**config.mk**
```make
export PLATFORM = sky130hd
export DESIGN_NAME = wwd_top
export DESIGN_NICKNAME = d
export VERILOG_FILES = /design/src/shared/wwd_pkg.sv /design/src/shared/wwd_tick_if.sv /design/src/verilog/wwd_tick_gen.sv /design/src/verilog/wwd_pin_kick.sv /design/src/verilog/wwd_top.sv
export SDC_FILE = /design/constraint.sdc
export NUM_CORES = 1
export LEC_CHECK = 0
export CORE_MARGIN = 3
export CORE_UTILIZATION = 40
export CTS_CLUSTER_SIZE = 20
export DETAILED_ROUTE_END_ITERATION = 10
export DONT_BUFFER_PORTS = 1
export GPL_TIMING_DRIVEN = 0
export PLACE_DENSITY = 0.58
export SLEW_MARGIN = 20
export SYNTH_ARGS = -nofsm -noshare
export SYNTH_HDL_FRONTEND = slang
export SYNTH_SLANG_ARGS = --single-unit
```
**constraint.sdc**
```tcl
create_clock -name sys_clk -period 17.5 [get_ports sys_clk]
set_clock_uncertainty 0.2 [all_clocks]
set_input_delay 3.5 -clock sys_clk [delete_from_list [all_inputs] [get_ports sys_clk]]
set_output_delay 3.5 -clock sys_clk [all_outputs]
set_load 0.01 [all_outputs]
```
**src/shared/wwd_pkg.sv**
```systemverilog
// Constants, types and lookups shared by the window watchdog files.
`default_nettype none
package wwd_pkg;
  // Clock and tick timing.
  localparam int CLK_PERIOD_NS = 8;
  localparam int TICK_TIME_NS = 1000;
  localparam int TICK_CYC = (TICK_TIME_NS + CLK_PERIOD_NS - 1) / CLK_PERIOD_NS;
  localparam int TICK_CNT_W = 24;
  // Register offsets.
  localparam logic [7:0] ADDR_CFG = 8'hA0;
  localparam logic [7:0] ADDR_UPPER = 8'hA1;
  localparam logic [7:0] ADDR_LOWER = 8'hA2;
  localparam logic [7:0] ADDR_SERVICE = 8'hA3;
  localparam logic [7:0] ADDR_PIN = 8'hA4;
  // Reset values and the service write value.
  localparam logic [7:0] CFG_RST = 8'h00;
  localparam logic [7:0] LIMIT_RST = 8'h00;
  localparam logic [7:0] PIN_RST = 8'h00;
  localparam logic [7:0] SERVICE_VALUE = 8'h2A;
  // Configuration bit positions.
  localparam int CFG_EN = 7;
  localparam int CFG_RESTART_SD = 6;
  localparam int CFG_SLOW_SD = 5;
  localparam int CFG_FAST_SD = 4;
  localparam int CFG_SCOPE = 3;
  localparam int CFG_LOCK = 2;
  localparam int CFG_SEL_MSB = 1;
  localparam int CFG_SEL_LSB = 0;
  // Limit register layout; bit 7 is reserved and reads zero.
  localparam int LIM_CNT_MSB = 3;
  localparam int LIM_CNT_LSB = 0;
  localparam int LIM_TB_MSB = 6;
  localparam int LIM_TB_LSB = 4;
  localparam logic [7:0] LIM_MASK = 8'h7F;
  // Service source selections.
  localparam logic [1:0] SEL_PIN_FALL = 2'h0;
  localparam logic [1:0] SEL_PIN_RISE = 2'h1;
  localparam logic [1:0] SEL_PIN_RISE_ALT = 2'h2;
  localparam logic [1:0] SEL_REG_ONLY = 2'h3;
  // Pin configuration register.
  localparam int PIN_MODE_MSB = 2;
  localparam int PIN_MODE_LSB = 0;
  localparam int PIN_LEVEL_BIT = 4;
  localparam int PIN_READ_BIT = 7;
  localparam logic [2:0] PIN_MODE_INIT = 3'h0;
  localparam logic [2:0] PIN_MODE_FAULT = 3'h1;
  localparam logic [2:0] PIN_MODE_INPUT = 3'h4;
  localparam logic [2:0] PIN_MODE_LEVEL = 3'h6;
  // Elapsed time is counted in ticks; widest window is 2 x 15 x 10000.
  localparam int UNIT_W = 20;
  localparam int MULT_W = 14;

  typedef enum logic [1:0] {WWD_OFF, WWD_ARMED, WWD_RUN} wwd_state_t;

  // Ticks per timebase step for each selector value.
  function automatic logic [MULT_W-1:0] wwd_tb_mult(input logic [2:0] sel);
    case (sel)
      3'h0: wwd_tb_mult = 14'h0001;
      3'h1: wwd_tb_mult = 14'h000A;
      3'h2: wwd_tb_mult = 14'h0032;
      3'h3: wwd_tb_mult = 14'h0064;
      3'h4: wwd_tb_mult = 14'h01F4;
      3'h5: wwd_tb_mult = 14'h03E8;
      3'h6: wwd_tb_mult = 14'h1388;
      default: wwd_tb_mult = 14'h2710;
    endcase
  endfunction : wwd_tb_mult
endpackage : wwd_pkg
`default_nettype wire

```
**src/shared/wwd_tick_if.sv**
```systemverilog
// Tick timer handshake between the watchdog core and its prescaler.
`default_nettype none
interface wwd_tick_if;
  logic restart;
  logic tick;
  modport gen (input restart, output tick);
  modport user (output restart, input tick);
endinterface : wwd_tick_if
`default_nettype wire

```
**src/verilog/wwd_tick_gen.sv**
```systemverilog
// Prescaler that turns the system clock into one-tick pulses.
`default_nettype none
module wwd_tick_gen
  import wwd_pkg::*;
#(
  parameter int TICK_CYC_P = TICK_CYC
) (
  input wire logic sys_clk, // System clock.
  input wire logic resetn, // Synchronous reset, active low.
  wwd_tick_if.gen tk // Restart in, tick pulse out.
);
  logic [TICK_CNT_W-1:0] cnt;
  wire logic at_end = (cnt == TICK_CNT_W'(TICK_CYC_P - 1));

  // A restart realigns the phase so that each window is measured
  // in whole ticks from the service itself.
  always_ff @(posedge sys_clk) begin
    if (!resetn || tk.restart || at_end) begin
      cnt <= '0;
    end else begin
      cnt <= cnt + TICK_CNT_W'(1);
    end
  end

  assign tk.tick = at_end && !tk.restart;
endmodule : wwd_tick_gen
`default_nettype wire

```
**src/verilog/wwd_pin_kick.sv**
```systemverilog
// Synchroniser and edge detector for service events on the pin.
`default_nettype none
module wwd_pin_kick
  import wwd_pkg::*;
(
  input wire logic sys_clk, // System clock.
  input wire logic resetn, // Synchronous reset, active low.
  input wire logic pin_in, // Raw level of the general-purpose pin.
  input wire logic [1:0] kick_sel, // Service source selection.
  input wire logic pin_is_input, // Pin configured as an input.
  output logic pin_level, // Synchronised pin level.
  output logic pin_kick // One-cycle service pulse from the pin.
);
  logic meta;
  logic sync;
  logic prev;

  always_ff @(posedge sys_clk) begin
    if (!resetn) begin
      meta <= 1'b1;
      sync <= 1'b1;
      prev <= 1'b1;
    end else begin
      meta <= pin_in;
      sync <= meta;
      prev <= sync;
    end
  end

  wire logic rise = sync && !prev;
  wire logic fall = !sync && prev;
  wire logic sel_fall = (kick_sel == SEL_PIN_FALL);
  wire logic sel_rise = (kick_sel == SEL_PIN_RISE) ||
                        (kick_sel == SEL_PIN_RISE_ALT);

  assign pin_level = sync;
  // Select 11 matches neither term, so the pin is ignored.
  assign pin_kick = pin_is_input &&
                    ((sel_fall && fall) || (sel_rise && rise));
endmodule : wwd_pin_kick
`default_nettype wire

```
**src/verilog/wwd_top.sv**
```systemverilog
// Window watchdog core with its registers, pin path and fault outputs.
`default_nettype none
module wwd_top
  import wwd_pkg::*;
#(
  parameter int TICK_CYC_P = TICK_CYC
) (
  input wire logic sys_clk, // System clock, 125 MHz.
  input wire logic resetn, // Synchronous reset, active low.
  input wire logic [7:0] reg_addr, // Register address from the serial port.
  input wire logic [7:0] reg_wdata, // Register write data.
  input wire logic reg_wr, // Write strobe, one cycle.
  input wire logic reg_rd, // Read strobe, one cycle.
  output logic [7:0] reg_rdata, // Read data, valid the cycle after reg_rd.
  input wire logic gpio_in, // Level seen on the general-purpose pin.
  output logic gpio_out, // Pin output value, open drain so always low.
  output logic gpio_oe, // Pin output enable, high pulls the pin low.
  input wire logic [2:0] fault_clear, // Clear restart, slow, fast flags.
  output logic fault_too_fast, // Sticky too-fast fault flag.
  output logic fault_too_slow, // Sticky too-slow fault flag.
  output logic fault_restart, // Sticky restart fault flag.
  output logic shutdown_all, // Request to shut down every output.
  output logic shutdown_lv, // Request to shut down low-voltage outputs.
  output logic wd_running // Window timing is active.
);
  logic [7:0] cfg;
  logic [7:0] upper;
  logic [7:0] lower;
  logic [7:0] pin_cfg;
  wwd_state_t state;
  wwd_state_t next_state;
  logic [UNIT_W-1:0] elapsed;
  logic [UNIT_W-1:0] next_elapsed;
  logic pin_level;
  logic pin_kick;

  wwd_tick_if tk ();

  wwd_tick_gen #(
    .TICK_CYC_P(TICK_CYC_P)
  ) u_tick (
    .sys_clk(sys_clk),
    .resetn(resetn),
    .tk(tk.gen)
  );

  wire logic pin_input_mode =
    (pin_cfg[PIN_MODE_MSB:PIN_MODE_LSB] == PIN_MODE_INPUT);

  wwd_pin_kick u_pin (
    .sys_clk(sys_clk),
    .resetn(resetn),
    .pin_in(gpio_in),
    .kick_sel(cfg[CFG_SEL_MSB:CFG_SEL_LSB]),
    .pin_is_input(pin_input_mode),
    .pin_level(pin_level),
    .pin_kick(pin_kick)
  );

  // Register decode.
  wire logic hit_cfg = (reg_addr == ADDR_CFG);
  wire logic hit_upper = (reg_addr == ADDR_UPPER);
  wire logic hit_lower = (reg_addr == ADDR_LOWER);
  wire logic hit_service = (reg_addr == ADDR_SERVICE);
  wire logic hit_pin = (reg_addr == ADDR_PIN);

  // The lock only holds while the watchdog is enabled, so clearing the
  // enable bit beforehand is impossible once locked; only reset frees it.
  wire logic locked = cfg[CFG_LOCK] && cfg[CFG_EN];
  wire logic param_wr = reg_wr && !locked;
  wire logic cfg_wr = param_wr && hit_cfg;
  wire logic upper_wr = param_wr && hit_upper;
  wire logic lower_wr = param_wr && hit_lower;
  wire logic pin_wr = reg_wr && hit_pin;

  // Service events: the register path never depends on the selection.
  wire logic reg_kick = reg_wr && hit_service &&
                        (reg_wdata == SERVICE_VALUE);
  wire logic kick = reg_kick || pin_kick;

  // Window periods in ticks.
  wire logic [3:0] lo_cnt = lower[LIM_CNT_MSB:LIM_CNT_LSB];
  wire logic [2:0] lo_tb = lower[LIM_TB_MSB:LIM_TB_LSB];
  wire logic [3:0] hi_cnt = upper[LIM_CNT_MSB:LIM_CNT_LSB];
  wire logic [2:0] hi_tb = upper[LIM_TB_MSB:LIM_TB_LSB];
  wire logic [UNIT_W-1:0] lo_period =
    UNIT_W'(lo_cnt) * UNIT_W'(wwd_tb_mult(lo_tb));
  wire logic [UNIT_W-1:0] hi_period =
    UNIT_W'(hi_cnt) * UNIT_W'(wwd_tb_mult(hi_tb));
  wire logic [UNIT_W-1:0] restart_period = {hi_period[UNIT_W-2:0], 1'b0};

  wire logic detect_en = (upper != 8'h00) || (lower != 8'h00);
  wire logic running = (state == WWD_RUN);
  wire logic [UNIT_W-1:0] elapsed_inc = elapsed + UNIT_W'(1);
  wire logic slow_armed = detect_en && (hi_period != '0);
  wire logic counting = running && !kick && tk.tick &&
                        (elapsed < restart_period);

  // Fault events, each a one-cycle pulse.
  wire logic fast_evt = running && kick && detect_en &&
                        (elapsed < lo_period);
  wire logic slow_evt = counting && slow_armed &&
                        (elapsed_inc == hi_period);
  wire logic restart_evt = counting && slow_armed &&
                           (elapsed_inc == restart_period);

  // The prescaler is held in phase with each service and while idle.
  assign tk.restart = kick || !running;

  // Sequencing of enable and first service.
  always_comb begin
    next_state = state;
    case (state)
      WWD_OFF: begin
        if (cfg[CFG_EN]) begin
          next_state = WWD_ARMED;
        end
      end
      WWD_ARMED: begin
        if (!cfg[CFG_EN]) begin
          next_state = WWD_OFF;
        end else if (kick) begin
          next_state = WWD_RUN;
        end
      end
      WWD_RUN: begin
        if (!cfg[CFG_EN]) begin
          next_state = WWD_OFF;
        end
      end
      default: begin
        next_state = WWD_OFF;
      end
    endcase
  end

  // The counter saturates at the restart point so a dead host gives one
  // restart fault rather than a stream of them.
  always_comb begin
    next_elapsed = elapsed;
    if (!running || kick) begin
      next_elapsed = '0;
    end else if (counting) begin
      next_elapsed = elapsed_inc;
    end
  end

  always_ff @(posedge sys_clk) begin
    if (!resetn) begin
      state <= WWD_OFF;
      elapsed <= '0;
    end else begin
      state <= next_state;
      elapsed <= next_elapsed;
    end
  end

  // Registers; reset models the enable pin or a supply cycle.
  always_ff @(posedge sys_clk) begin
    if (!resetn) begin
      cfg <= CFG_RST;
      upper <= LIMIT_RST;
      lower <= LIMIT_RST;
      pin_cfg <= PIN_RST;
    end else begin
      if (cfg_wr) begin
        cfg <= reg_wdata;
      end
      if (upper_wr) begin
        upper <= reg_wdata & LIM_MASK;
      end
      if (lower_wr) begin
        lower <= reg_wdata & LIM_MASK;
      end
      if (pin_wr) begin
        pin_cfg <= reg_wdata;
      end
    end
  end

  // Per-fault vectors, ordered as fault_clear: fast, slow, restart.
  wire logic [2:0] fault_evt = {restart_evt, slow_evt, fast_evt};
  wire logic [2:0] sd_en =
    {cfg[CFG_RESTART_SD], cfg[CFG_SLOW_SD], cfg[CFG_FAST_SD]};
  logic [2:0] flag;
  wire logic [2:0] next_flag;
  wire logic [2:0] sd_hit;

  // Sticky fault flags; a new event wins over a clear in the same cycle,
  // so a fault that lands on the host's clear is never lost.
  for (genvar i = 0; i < 3; i++) begin : g_fault
    assign next_flag[i] = fault_evt[i] ||
                          (flag[i] && !fault_clear[i]);
    assign sd_hit[i] = next_flag[i] && sd_en[i];
  end

  wire logic sd_req = |sd_hit;
  // Hiccup or latch-off timing lives in the fault manager downstream;
  // it lowers the request by clearing the flags.
  wire logic next_sd_all = sd_req && !cfg[CFG_SCOPE];
  wire logic next_sd_lv = sd_req && cfg[CFG_SCOPE];

  always_ff @(posedge sys_clk) begin
    if (!resetn) begin
      flag <= 3'h0;
      shutdown_all <= 1'b0;
      shutdown_lv <= 1'b0;
      wd_running <= 1'b0;
    end else begin
      flag <= next_flag;
      shutdown_all <= next_sd_all;
      shutdown_lv <= next_sd_lv;
      wd_running <= (next_state == WWD_RUN);
    end
  end

  assign fault_too_fast = flag[0];
  assign fault_too_slow = flag[1];
  assign fault_restart = flag[2];

  // Pin driver: open drain, the enable pulls the pin low.
  wire logic any_fault = |flag;
  wire logic [2:0] pin_mode = pin_cfg[PIN_MODE_MSB:PIN_MODE_LSB];
  wire logic next_oe =
    (pin_mode == PIN_MODE_INIT) ||
    ((pin_mode == PIN_MODE_FAULT) && any_fault) ||
    ((pin_mode == PIN_MODE_LEVEL) && !pin_cfg[PIN_LEVEL_BIT]);

  always_ff @(posedge sys_clk) begin
    if (!resetn) begin
      gpio_oe <= 1'b0;
    end else begin
      gpio_oe <= next_oe && !pin_input_mode;
    end
  end

  assign gpio_out = 1'b0;

  // Read path; the service register is write-only and reads zero.
  wire logic [7:0] pin_rd = {pin_level, pin_cfg[6:0]};
  wire logic [7:0] rd_mux =
    hit_cfg ? cfg :
    hit_upper ? upper :
    hit_lower ? lower :
    hit_pin ? pin_rd : 8'h00;

  always_ff @(posedge sys_clk) begin
    if (!resetn) begin
      reg_rdata <= 8'h00;
    end else if (reg_rd) begin
      reg_rdata <= rd_mux;
    end
  end
endmodule : wwd_top
`default_nettype wire

```
==> flow_metrics.env <==
export IMPL_grt_max_degree=16
export IMPL_synth_ff_type="dfxtp_1"
export IMPL_yosysTopAreaCell="dfxtp_1"
export IMPL_clockRootBuffer="clkbuf_16"
export IMPL_reg2regPathDepth=29
export IMPL_pre_cts_ws_ns=9.45
export IMPL_combPwrFrac_pct=1.8
export IMPL_pwr_share_seq_pct=51.0
export IMPL_maxSlewViolCount=0
export IMPL_required_ns=17.58
export IMPL_start_util_pct=41.0
export IMPL_endpoint_kind="flip-flop"
export IMPL_ioPinCount=40
export IMPL_dp_hpwl_um=18400
export IMPL_numCtsBuffers=9
export IMPL_first_pass_iters=5
export IMPL_maxCapViolCount=0
export IMPL_grt_pass1_wl_um=37900
export IMPL_syn_avg_cell_area_um2=8.01
export IMPL_rows=55
export IMPL_worstPathArrival_ns=8.28
export IMPL_syn_cell_area_um2=9340
export IMPL_syn_num_nets=1318
export IMPL_remaining_drc_errors=0
export IMPL_p_sw_uw=92.0
export IMPL_tritoncts="done"
export IMPL_ant_nets=0
export IMPL_tightest_slew_ns=1.16
export IMPL_coreArea_um2=22800
export IMPL_hp_class="reg2reg"
export IMPL_layout_drive_gt1_share_pct=3.98
export IMPL_min_to="u_pin.pin_level"
export IMPL_regToRegEndpoint="shutdown_all"
export IMPL_ff_latch_area_um2=1860
export IMPL_clk_latency_ns=0.35
export IMPL_crit_fanout=10
export IMPL_max_freq_mhz=122
export IMPL_pwr_share_clk_pct=47.1
export IMPL_hp_start="u_pin.meta"
export IMPL_tns_ns=0
export IMPL_slowest_stage="nor4_1"
export IMPL_drtIter0Drc=322
export IMPL_num_vias=7866
export IMPL_cts_sinks=93
export IMPL_clk_path_buf_depth=2
export IMPL_htreeDepth=3
export IMPL_ys_types=76
export IMPL_die_h_um=159
export IMPL_hold_buffers=0
export IMPL_switching_share_pct=22.0
export IMPL_num_antenna_cells=0
export IMPL_fillers=2355
export IMPL_postCtsSetupBuffers=0
export IMPL_layout_setup_ws_ns=9.30
export IMPL_p_int_uw=327
export IMPL_yosysWarningCount=0
export IMPL_reg2reg_slack_ns=9.30
export IMPL_yosys_top_cells_area="dfxtp_1 (20%), ha_1 (12%), fa_1 (8.6%), xnor2_1 (5.4%), xor2_1 (4.5%)"
export IMPL_clk_transition_reported_paths_ns=0.07
export IMPL_cts_resized=0
export IMPL_die_x_um=159
export IMPL_critPathKind="reg2reg"
export IMPL_grt_ovfl_total=0
export IMPL_dieArea_um2=25200
export IMPL_multi_input_area_um2=6860
export IMPL_rsz0062_at_grt="false"
export IMPL_cp_start_kind="flip-flop"
export IMPL_synth_top_area_share_pct=19.9
export IMPL_syn_inst=1166
export IMPL_nets=1329
export IMPL_track_usage_pct=17.9
export IMPL_cpPeakStageDelay_ns=0.97
export IMPL_area_growth_pct=7.30
export IMPL_setup_violations=0
export IMPL_antenna_found_initial=0
export IMPL_gp_congestion=0.846
export IMPL_via_per_inst=5.27
export IMPL_io_buffers=0
export IMPL_synth_most_common_cell="inv_1"
export IMPL_fin_crit_sh_pct=46.9
export IMPL_ys_ff_latch=93
export IMPL_powerDensity_nw_per_um2=41.8
export IMPL_synthTopCellsByCount="inv_1 (111), nor2_1 (105), dfxtp_1 (93), nand2_1 (92), ha_1 (88)"
export IMPL_peakVddDrop_mv=0.0516
export IMPL_async_flop_share_pct=0
export IMPL_synth_edf_count=0
export IMPL_status="complete, no violations"
export IMPL_wire_per_inst_um=15.2
export IMPL_grt_pass1_vias=7577
export IMPL_hold_viol_final=0
export IMPL_ys_seq_area_share_pct=19.9
export IMPL_hold_depth=1
export IMPL_power_leakage_uw=0.00431
export IMPL_routed_wirelength_um=22700
export IMPL_relSlewSlack_pct=21.7
export IMPL_period_minus_slack_ns=8.20
export IMPL_r2r_start="upper[5]"
==> final cells by class <==
type                    count  share of cell area [%]
plain buffers              48                    2.01
clock buffers              10                    2.28
clock inverters             5                   0.612
inverters                 111                    4.16
multi-input cells         914                    68.4
flip-flops and latches     93                    18.6
well taps                 313                    3.91
==> metrics by stage <==
step                instances  instance area (um^2)  util [%]  hold slack (ns)  power [uW]
finish                   1494                 10000      44.0            0.214         419
global route             1494                 10000      44.0            0.233         433
CTS                      1494                 10000      44.0            0.219         425
detailed placement       1479                  9730      42.7            0.203         226
global placement         1479                  9730      42.7            0.188         226
floorplan                1166                  9340         -            0.186         224
==> worst max-delay path, delay by kind of cell, from the launching register on <==
kind / cells / cell delay [ns]
adders and majority gates: 4 / 1.62
buffers and inverters: 5 / 0.71
AOI/OAI and AO/OA: 10 / 2.69
and+or+nand+nor: 9 / 2.37
xor gates and xnor gates: 1 / 0.16
DFF: 1 / 0.39
==> cell families after synthesis <==
family,after synthesis,share of synthesized area [%]
adder cells (fa/ha/maj),130,20.6
XOR/XNOR,110,10.9
AO/OA/AOI/OAI,192,14.0
flip-flops,93,19.9
AND/OR/NAND/NOR,456,25.3
other,1,0.0402
multiplexers,25,2.68
buffers and inverters,159,6.62
==> how the worst max path moves through the flow <==
stage                         from            to  slack, ns  cells after the start
after global placement    upper[5]  shutdown_all       9.50                     29
after detailed placement  upper[5]  shutdown_all       9.45                     29
after floorplan           upper[5]  shutdown_all      11.23                     29
after CTS                 upper[5]  shutdown_all       9.38                     29
final                     upper[5]  shutdown_all       9.30                     29
after global routing      upper[5]  shutdown_all       8.84                     29
==> per-layer routing <==
| layer | part of all wire, % | GRT usage (%) | up-vias | wire length, um |
|---|---|---|---|---|
| li1 | - | - | 3983 | - |
| met1 | 50 | 24.6 | 3726 | 11400 |
| met2 | 44 | 29.2 | 124 | 10100 |
| met3 | 3.7 | 2.95 | 33 | 845 |
| met4 | 1.8 | 4.70 | 0 | 408 |
| met5 | 0 | 0 | - | 0 |
==> state kept, by name (all words and copies together), names as in the netlist <==
register and flops:
pin_cfg 7, u_pin.meta 1, wd_running 1, gpio_oe 1, shutdown_all 1, shutdown_lv 1, state 2, upper 7
u_tick.cnt 24, reg_rdata 8, u_pin.prev 1, flag 3, u_pin.pin_level 1, cfg 8, elapsed 20, lower 7
==> power by group through the flow <==
stage	Sequential, uW	Clock (uW)	Combinational, uW
5_1_grt	214	210	8.61
3_3_place_gp	218	0	7.68
2_1_floorplan	218	0	6.12
6_report	214	197	7.69
4_1_cts	213	203	7.76
3_5_place_dp	218	0	7.71
==> cells in the final DEF, fill, tap and decap left out, types with 4 or more instances in the layout <==
cell,count
buf_1,4
mux2i_1,25
nor3_1,13
nand3b_1,5
nand2_1,92
inv_1,111
ha_1,88
a222oi_1,4
o2111ai_1,4
clkbuf_1,34
a21o_1,16
nor2b_1,34
buf_2,8
clkbuf_16,9
o21ai_0,33
a21oi_1,52
nand4_1,23
nand3_1,50
a31oi_1,5
a2111oi_0,4
a22o_1,7
a21boi_0,13
and4_1,5
nor4_1,10
xor2_1,48
or3_1,10
nand2b_1,15
xnor2_1,58
or2_2,8
dfxtp_1,93
a211oi_1,6
nor2_1,105
o21a_1,8
o211ai_1,6
and3_1,17
fa_1,40
and2_1,50
(Power assumes the default switching activity.)
